<file path="src/logic/srs_pkg.sv">
// constants, state codes and field positions for the streaming read port
// assumes every user writes srs_pkg::name and never imports
package srs_pkg;
    // checksum generator
    localparam logic [15:0] SRS_CRC_POLY = 16'h8005;
    localparam logic [15:0] SRS_CRC_RST = 16'h0000;
    localparam logic [5:0] SRS_CRC_LEN16 = 6'h10;
    localparam logic [5:0] SRS_CRC_LEN32 = 6'h20;
    // unit lengths and register addresses
    localparam logic [5:0] SRS_STAT_LEN = 6'h08;
    localparam logic [3:0] SRS_ADDR_RESULT = 4'h0;
    localparam logic [3:0] SRS_ADDR_LAST = 4'hf;
    // status byte field positions
    localparam int SRS_STAT_DR_BIT = 2;
    localparam int SRS_STAT_TOP_BIT = 7;
    // values after reset
    localparam logic SRS_DR_FLAG_RST = 1'b1;
    localparam logic SRS_CS_IDLE_RST = 1'b1;
    localparam logic SRS_SCK_IDLE_RST = 1'b0;

    // serial unit being shifted out
    typedef enum logic [3:0]
    {
        SRS_IDLE = 4'b0001,
        SRS_STAT = 4'b0010,
        SRS_DATA = 4'b0100,
        SRS_CRC = 4'b1000
    } srs_phase_t;
endpackage

</file>
<file path="src/logic/srs_sync.sv">
// two flip-flop synchroniser for pin inputs
// assumes pins are asynchronous to clk; first stage read only by second
module srs_sync #(
    parameter int W = 2,
    parameter logic [W-1:0] RST_VAL = '0
) (
    // clock and reset
    input wire logic clk,
    input wire logic rst_b,
    input wire logic ce,
    // pin side
    input wire logic [W-1:0] d,
    // synchronised side
    output logic [W-1:0] q
);
    logic [W-1:0] meta_r;

    // two-stage capture
    always_ff @(posedge clk)
    begin
        if (!rst_b)
        begin
            meta_r <= RST_VAL;
            q <= RST_VAL;
        end
        else if (ce)
        begin
            meta_r <= d;
            q <= meta_r;
        end
    end
endmodule

</file>
<file path="src/logic/srs_crc16.sv">
// serial 16-bit checksum generator, msb first
// assumes step and clr come from the same clock domain
module srs_crc16 (
    // clock and reset
    input wire logic clk,
    input wire logic rst_b,
    input wire logic ce,
    // control
    input wire logic clr,
    input wire logic step,
    input wire logic din,
    // checksum
    output logic [15:0] crc
);
    logic fb;
    logic [15:0] shifted;
    logic [15:0] crc_nxt;

    // one bit of polynomial division
    assign fb = crc[15] ^ din;
    assign shifted = {crc[14:0], 1'b0};
    assign crc_nxt = fb ? (shifted ^ srs_pkg::SRS_CRC_POLY) : shifted;

    // checksum register
    always_ff @(posedge clk)
    begin
        if (!rst_b)
            crc <= srs_pkg::SRS_CRC_RST;
        else if (ce && clr)
            crc <= srs_pkg::SRS_CRC_RST;
        else if (ce && step)
            crc <= crc_nxt;
    end
endmodule

</file>
<file path="src/logic/srs_read_stream.sv">
// read-side serial output path: status, register stream, checksum
// assumes sck and cs_b are raw pins; command fields come from a decoder on mclk
// Function
// - static read of result register streams results
// - result double buffered against mid-read updates
// - stream continues until chip select rises
// - mode 0,0: msb shown after last falling edge
// - mode 0,0 idle: new msb at ready event
// - mode 1,1: lsb held until clocking resumes
// - checksum appending switched by enable bit
// - checksum polynomial 0x8005, sixteen bits
// - static read: checksum after every register
// - incremental read: checksum after address 0xF
// - first checksum covers status byte too
// - format bit: 16-bit or appended zero word
// - same checksum value for both formats
// - static read repeats the same register
// - incremental read wraps 0xF to 0x0
// - register captured at first rising edge
// - ready flag low until status sent
module srs_read_stream #(
    parameter int RES_W = 24
) (
    // clock, reset, enable
    input wire logic mclk,
    input wire logic rst_b,
    input wire logic ce,
    // serial pins
    input wire logic sck_i,
    input wire logic cs_b_i,
    output logic sdo_o,
    output logic sdo_oe,
    // command decoder, valid by end of status byte; status_in sampled at chip select fall
    input wire logic cmd_read,
    input wire logic cmd_static,
    input wire logic [3:0] cmd_addr,
    input wire logic [7:0] status_in,
    // register file read port, data left-justified
    output logic [3:0] reg_addr,
    input wire logic [31:0] reg_rdata,
    input wire logic [5:0] reg_len,
    // conversion results
    input wire logic [RES_W-1:0] result_in,
    input wire logic result_ready,
    // third_config_register fields
    input wire logic comm_checksum_enable,
    input wire logic crc_format_32,
    // status
    output logic data_ready_flag_b,
    output logic [15:0] comm_checksum_value
);
    ////////////////////////////////////////////////////////////////////////
    // parameter check
    generate
        if (RES_W < 8 || RES_W > 32)
        begin : g_bad_width
            $error("result width must be 8 to 32");
        end
    endgenerate

    ////////////////////////////////////////////////////////////////////////
    // pin synchronisation and edge detection
    logic [1:0] pin_s;
    logic sck_s, cs_b_s, sck_q_r, cs_q_r;
    logic sck_rise, sck_fall, cs_fall, cs_rise, rdy;

    srs_sync #(.W(2), .RST_VAL({srs_pkg::SRS_SCK_IDLE_RST, srs_pkg::SRS_CS_IDLE_RST})) u_sync (
        .clk(mclk),
        .rst_b(rst_b),
        .ce(ce),
        .d({sck_i, cs_b_i}),
        .q(pin_s)
    );

    // split and find edges
    assign sck_s = pin_s[1];
    assign cs_b_s = pin_s[0];
    assign sck_rise = ce & sck_s & ~sck_q_r;
    assign sck_fall = ce & ~sck_s & sck_q_r;
    assign cs_fall = ce & ~cs_b_s & cs_q_r;
    assign cs_rise = ce & cs_b_s & ~cs_q_r;
    assign rdy = ce & result_ready;

    // previous pin levels
    always_ff @(posedge mclk)
    begin
        if (!rst_b)
        begin
            sck_q_r <= srs_pkg::SRS_SCK_IDLE_RST;
            cs_q_r <= srs_pkg::SRS_CS_IDLE_RST;
        end
        else if (ce)
        begin
            sck_q_r <= sck_s;
            cs_q_r <= cs_b_s;
        end
    end

    ////////////////////////////////////////////////////////////////////////
    // state
    srs_pkg::srs_phase_t phase_r, phase_nxt;
    logic [5:0] bit_idx_r;
    logic [3:0] addr_r, start_addr_r, next_addr;
    logic static_r, cpol_r, dr_flag_b_r, pend_r, sdo_r, oe_r;
    logic [7:0] status_r;
    logic [31:0] sh_r;
    logic [RES_W-1:0] hold_r, pend_val_r;
    logic [15:0] crc_val;

    ////////////////////////////////////////////////////////////////////////
    // unit decoding
    logic is_result, active, unit_end, crc_due, lock, in_data, res_end;
    logic stat_end, crc_end, crc_step, crc_clr, idle_refresh;
    logic [31:0] result_word, cur_word;
    logic [5:0] cur_len;

    // length of the current unit in bits
    function automatic logic [5:0] unit_len_f(srs_pkg::srs_phase_t ph, logic res,
                                                logic fmt32, logic [5:0] rlen);
        logic [5:0] len;
        len = rlen;
        if (ph == srs_pkg::SRS_STAT)
            len = srs_pkg::SRS_STAT_LEN;
        else if (ph == srs_pkg::SRS_CRC)
            len = fmt32 ? srs_pkg::SRS_CRC_LEN32 : srs_pkg::SRS_CRC_LEN16;
        else if (res)
            len = 6'(RES_W);
        return len;
    endfunction

    // word and length selection
    assign is_result = addr_r == srs_pkg::SRS_ADDR_RESULT;
    assign active = phase_r != srs_pkg::SRS_IDLE;
    assign in_data = phase_r == srs_pkg::SRS_DATA;
    assign result_word = 32'(hold_r) << (32 - RES_W);
    // checksum word: value then zero low half, same value either format
    assign cur_word = (phase_r == srs_pkg::SRS_STAT) ? {status_r, 24'h000000} :
                      (phase_r == srs_pkg::SRS_CRC) ? {crc_val, 16'h0000} :
                      is_result ? result_word : reg_rdata;
    assign cur_len = unit_len_f(phase_r, is_result, crc_format_32, reg_len);
    assign unit_end = bit_idx_r == (cur_len - 6'h01);
    // checksum after every static read, after 0xF when incremental
    assign crc_due = comm_checksum_enable
        & (static_r | addr_r == srs_pkg::SRS_ADDR_LAST);
    assign next_addr = static_r ? addr_r : addr_r + 4'h1;
    assign lock = in_data & is_result & (bit_idx_r != 6'h00);
    assign res_end = sck_rise & in_data & is_result & unit_end;
    assign stat_end = sck_rise & (phase_r == srs_pkg::SRS_STAT) & unit_end;
    assign crc_end = sck_rise & (phase_r == srs_pkg::SRS_CRC) & unit_end;
    // mode 0,0 idle between results: ready event refreshes msb
    assign idle_refresh = rdy & in_data & is_result & (bit_idx_r == 6'h00) & ~cpol_r;

    // next unit after the current one ends
    always_comb
    begin
        unique case (phase_r)
            srs_pkg::SRS_STAT: phase_nxt = cmd_read ? srs_pkg::SRS_DATA : srs_pkg::SRS_IDLE;
            srs_pkg::SRS_DATA: phase_nxt = crc_due ? srs_pkg::SRS_CRC : phase_r;
            srs_pkg::SRS_CRC: phase_nxt = srs_pkg::SRS_DATA;
            default: phase_nxt = srs_pkg::SRS_IDLE;
        endcase
    end

    ////////////////////////////////////////////////////////////////////////
    // sequencing: phase, bit count, address
    always_ff @(posedge mclk)
    begin
        if (!rst_b || cs_rise)
        begin
            phase_r <= srs_pkg::SRS_IDLE;
            bit_idx_r <= 6'h00;
        end
        else if (cs_fall)
        begin
            phase_r <= srs_pkg::SRS_STAT;
            bit_idx_r <= 6'h00;
        end
        else if (sck_rise && active)
        begin
            bit_idx_r <= unit_end ? 6'h00 : bit_idx_r + 6'h01;
            phase_r <= unit_end ? phase_nxt : phase_r;
        end
    end

    // command latch and address pointer
    always_ff @(posedge mclk)
    begin
        if (!rst_b)
        begin
            addr_r <= srs_pkg::SRS_ADDR_RESULT;
            start_addr_r <= srs_pkg::SRS_ADDR_RESULT;
            static_r <= 1'b0;
        end
        else if (stat_end)
        begin
            addr_r <= cmd_addr;
            start_addr_r <= cmd_addr;
            static_r <= cmd_static;
        end
        else if (sck_rise && in_data && unit_end)
            addr_r <= next_addr;
    end

    // frame start: clock polarity and status byte
    always_ff @(posedge mclk)
    begin
        if (!rst_b)
        begin
            cpol_r <= srs_pkg::SRS_SCK_IDLE_RST;
            status_r <= 8'h00;
        end
        else if (cs_fall)
        begin
            cpol_r <= sck_s;
            status_r <= status_in;
            status_r[srs_pkg::SRS_STAT_DR_BIT] <= dr_flag_b_r;
        end
    end

    ////////////////////////////////////////////////////////////////////////
    // shift register: capture at first rising edge, shift after each
    always_ff @(posedge mclk)
    begin
        if (!rst_b)
            sh_r <= 32'h00000000;
        else if (sck_rise && active)
            sh_r <= ((bit_idx_r == 6'h00) ? cur_word : sh_r) << 1;
    end

    // serial output: changes on falling edges or idle refresh
    always_ff @(posedge mclk)
    begin
        if (!rst_b || cs_rise)
        begin
            sdo_r <= 1'b0;
            oe_r <= 1'b0;
        end
        else if (cs_fall)
        begin
            sdo_r <= status_in[srs_pkg::SRS_STAT_TOP_BIT];
            oe_r <= 1'b1;
        end
        else if (stat_end && !cmd_read)
            oe_r <= 1'b0;
        else if (sck_fall && active)
            sdo_r <= (bit_idx_r == 6'h00) ? cur_word[31] : sh_r[31];
        else if (idle_refresh)
            sdo_r <= result_in[RES_W-1];
    end

    ////////////////////////////////////////////////////////////////////////
    // result double buffer
    always_ff @(posedge mclk)
    begin
        if (!rst_b)
        begin
            hold_r <= '0;
            pend_val_r <= '0;
            pend_r <= 1'b0;
        end
        else if (rdy && !(lock && !res_end))
        begin
            hold_r <= result_in;
            pend_r <= 1'b0;
        end
        else if (rdy)
        begin
            pend_val_r <= result_in;
            pend_r <= 1'b1;
        end
        else if (ce && pend_r && !lock)
        begin
            hold_r <= pend_val_r;
            pend_r <= 1'b0;
        end
    end

    // data ready flag: set by event wins over clear by status byte
    always_ff @(posedge mclk)
    begin
        if (!rst_b)
            dr_flag_b_r <= srs_pkg::SRS_DR_FLAG_RST;
        else if (rdy)
            dr_flag_b_r <= 1'b0;
        else if (stat_end)
            dr_flag_b_r <= 1'b1;
    end

    ////////////////////////////////////////////////////////////////////////
    // checksum over status and data bits as they leave the pin
    assign crc_step = sck_rise & (phase_r == srs_pkg::SRS_STAT | in_data);
    assign crc_clr = cs_fall | crc_end;

    srs_crc16 u_crc (
        .clk(mclk),
        .rst_b(rst_b),
        .ce(ce),
        .clr(crc_clr),
        .step(crc_step),
        .din(sdo_r),
        .crc(crc_val)
    );

    // outputs
    assign sdo_o = sdo_r;
    assign sdo_oe = oe_r;
    assign reg_addr = addr_r;
    assign data_ready_flag_b = dr_flag_b_r;
    assign comm_checksum_value = crc_val;
endmodule

</file>
<file path="config.mk">
export PLATFORM = sky130hd
export DESIGN_NAME = srs_read_stream
export DESIGN_NICKNAME = d
export VERILOG_FILES = /design/src/logic/srs_pkg.sv /design/src/logic/srs_sync.sv /design/src/logic/srs_crc16.sv /design/src/logic/srs_read_stream.sv
export SDC_FILE = /design/constraint.sdc
export NUM_CORES = 1
export LEC_CHECK = 0
export ABC_AREA = 1
export BUFFER_PORTS_ARGS = -buffer_cell sky130_fd_sc_hd__buf_2
export CAP_MARGIN = 0
export CORE_ASPECT_RATIO = 0.8
export CORE_UTILIZATION = 50
export CTS_CLUSTER_DIAMETER = 120
export DETAILED_ROUTE_END_ITERATION = 12
export GPL_ROUTABILITY_DRIVEN = 0
export PLACE_DENSITY = 0.73
export SYNTH_ARGS = -nofsm -noshare
export SYNTH_HDL_FRONTEND = slang
export SYNTH_SLANG_ARGS = --single-unit
</file>
<file path="constraint.sdc">
create_clock -name mclk -period 6.6 [get_ports mclk]
set_clock_uncertainty 0.1 [all_clocks]
set_input_delay 0.99 -clock mclk [delete_from_list [all_inputs] [get_ports mclk]]
set_output_delay 0.99 -clock mclk [all_outputs]
set_load 0.05 [all_outputs]
</file>
==> results.sh <==
export IMPL_status="complete, no violations"
export IMPL_routed_via_density=5.30
export IMPL_wl_per_cell_microns=14.0
export IMPL_reg2regPathDepth=18
export IMPL_ys_types=40
export IMPL_ys_warn_count=0
export IMPL_fin_tns_setup_ps=0
export IMPL_yosysTopAreaCellShare_pct=39.2
export IMPL_p_leak_nw=3.43
export IMPL_numCtsBuffers=17
export IMPL_end_kind="register"
export IMPL_tightest_slew_ps=1220
export IMPL_htreeDepth=4
export IMPL_r2r_start="reg_addr[0]"
export IMPL_synth_top_cells_by_count="261 x nand2_1, 130 x a21oi_1, 129 x dfxtp_1"
export IMPL_slew_headroom_pct=18.7
export IMPL_worst_setup_path_start_kind="register"
export IMPL_drive_gt1_share_pct=17.0
export IMPL_grt_max_degree=67
export IMPL_cp_max_fo=49
export IMPL_layout_nets=1123
export IMPL_powerDensity_mw_per_mm2=256
export IMPL_grt_total_usage_pct=26.4
export IMPL_final_fill_count=1249
export IMPL_postCtsSetupBuffers=0
export IMPL_synth_cells=968
export IMPL_peakVddDrop_mv=0.162
export IMPL_cts_hold_buffers=0
export IMPL_dieArea_sq_mm=0.0136
export IMPL_numPortBuffers=105
export IMPL_maxCapViolations=0
export IMPL_antenna_found_initial=0
export IMPL_root_buffer="clkbuf_16"
export IMPL_synthFlopType="dfxtp_1"
export IMPL_area_growth_synth_to_final_pct=16.7
export IMPL_drt_wl_total_mm=17.1
export IMPL_synth_most_common_cell="nand2_1"
export IMPL_total_power_mw=1.97
export IMPL_synth_top_cell_by_area="dfxtp_1"
export IMPL_route_detailed_drc=0
export IMPL_hold_viol_final=0
export IMPL_die_w_microns=130
export IMPL_crit_type="register to register"
export IMPL_diodes=0
export IMPL_async_flop_share_pct=0
export IMPL_multi_input_area_sq_mm=0.00326
export IMPL_synthTopCellsByArea="dfxtp_1 39%, nand2_1 15%, a21oi_1 9.9%"
export IMPL_cts_tree="yes"
export IMPL_dr_first_iter_drc_count=468
export IMPL_synth_nets=1057
export IMPL_detail_route_antenna_nets=0
export IMPL_clock_latency_ps=420
export IMPL_core_area_sq_mm=0.0129
export IMPL_crit_end="hold_r[4]"
export IMPL_num_rows=37
export IMPL_synth_edf_count=0
export IMPL_ys_ff_latch=129
export IMPL_vias=6471
export IMPL_regArea_sq_mm=0.00258
export IMPL_synth_cell_area_sq_mm=0.00659
export IMPL_clkTransAtPathRegs_ps=60
export IMPL_startpoint="reg_addr[0]"
export IMPL_first_global_vias=5903
export IMPL_dr_pass1_iters=6
export IMPL_cts_sinks=129
export IMPL_dpl_hpwl_mm=11.5
export IMPL_grt_pass1_wl_mm=28.1
export IMPL_period_share_pct=66.5
export IMPL_cts_buffer_depth=2
export IMPL_die_h_microns=105
export IMPL_hp_class="register to register"
export IMPL_arrival_ps=4620
export IMPL_cts_resized=0
export IMPL_slew_violations=0
export IMPL_reg2reg_slack_ps=2210
export IMPL_rr_endpoint="hold_r[4]"
export IMPL_ys_seq_area_share_pct=39.2
export IMPL_synth_area_per_cell_sq_um=6.80
export IMPL_rsz0062_at_grt="false"
export IMPL_required_ps=6830
export IMPL_min_period_ps=4390
export IMPL_io_pins=107
export IMPL_initial_core_util_pct=51.2
export IMPL_max_freq_mhz=228
export IMPL_grt_remaining_overflow=0
export IMPL_setup_violations=0
## area by class of cell
cell class	count	share of cell area (%)
Inverter	109	5.32
Timing Repair Buffer	111	7.42
Tap cell	175	2.85
Sequential cell	129	33.6
Clock buffer	22	6.04
Clock inverter	10	2.36
Multi-Input combinational cell	666	42.4
## metrics by stage
stage                     hold WS, ps  setup WS [ps]  util, %  area [sq um]  instances
after global placement            333           2300     54.7          7040       1190
final                             345           2210     59.7          7690       1222
after global routing              360           1610     59.7          7690       1222
after detailed placement          337           2280     54.7          7040       1190
after floorplan                   324           3650        -          6590        968
after CTS                         346           2210     59.7          7690       1222
## how the worst min path moves through the flow
stage               slack [ps]  depth (start not counted)      startpoint        endpoint
floorplan                  320                          2   pend_val_r[0]   pend_val_r[0]
global placement           330                          2  pend_val_r[23]  pend_val_r[23]
detailed placement         340                          2  pend_val_r[10]  pend_val_r[10]
CTS                        350                          2  pend_val_r[10]  pend_val_r[10]
global route               360                          2  pend_val_r[16]  pend_val_r[16]
finish                     350                          2  pend_val_r[10]  pend_val_r[10]
## cells by family (layout without fill, tap and decap cells)
family / Yosys count / after routing / share of synthesized area [%]
xor+xnor: 6 / 6 / 0.798
simple gates: 411 / 411 / 27.2
compound gates: 244 / 244 / 20.5
buf+inv: 173 / 252 / 11.3
flops: 129 / 129 / 39.2
fa+ha+maj: 5 / 5 / 0.950
## layout by cell type, fill, tap and decap left out, types with 2 or more instances in the layout
cell type	synthesis	layout
clkbuf_8	0	2
a211oi_1	2	2
nor2_2	4	5
nand2_4	2	2
o21ai_1	3	3
nand2_2	10	10
buf_2	11	105
clkinv_1	2	2
nand2_1	261	261
buf_4	14	6
nor3b_1	2	2
a221oi_1	7	7
nor3_1	7	7
xor2_1	4	4
inv_1	102	102
o21ai_0	70	70
ha_1	5	5
nand3_1	63	63
nand4_1	5	5
or2_2	3	3
a22oi_1	5	5
o31ai_1	5	5
bufinv_16	0	5
inv_2	5	5
o221a_2	4	4
nor2_8	3	3
clkinv_2	0	3
dfxtp_1	129	129
clkbuf_1	32	3
o211ai_1	13	13
clkbuf_16	0	17
nor2_1	46	45
a21oi_1	130	130
xnor2_1	2	2
nand3_2	3	3
## state kept, by name, summed over array words and instances, names as in the netlist
name and count:
u_crc.crc 16, cs_q_r 1, static_r 1, sck_q_r 1, data_ready_flag_b 1, sdo_oe 1, bit_idx_r 6, u_sync.meta_r 2
phase_r 4, u_sync.q 2, sh_r 31, sdo_o 1, pend_val_r 24, reg_addr 4, hold_r 24, cpol_r 1
pend_r 1, status_r 8
## power by group
part / internal, mW / leakage [nW] / switching, mW
combinational: 0.0482 / 2.07 / 0.0781
sequential: 0.798 / 1.05 / 0.0103
clock: 0.688 / 0.314 / 0.345
total: 1.53 / 3.43 / 0.434
## critical path, stage by stage, from the launching register on
cell	delay [ps]
dfxtp_1	390
inv_1	90
ha_1	220
nand2_2	510
nand2_1	110
inv_1	100
nand2_2	80
ha_1	250
o21ai_1	120
nand3_1	90
nand2_1	70
inv_1	40
nand2_1	70
nor2_2	50
nand3_2	130
nand3_2	620
nand2_1	920
nand2_1	130
a21oi_1	180
## layer usage
metal	wire [microns]	GRT usage, %
met1	7800	34.7
met4	311	11.0
met3	1060	3.89
met2	7920	42.8
met5	0	0
No activity file was read; power rests on OpenSTA's default activity.
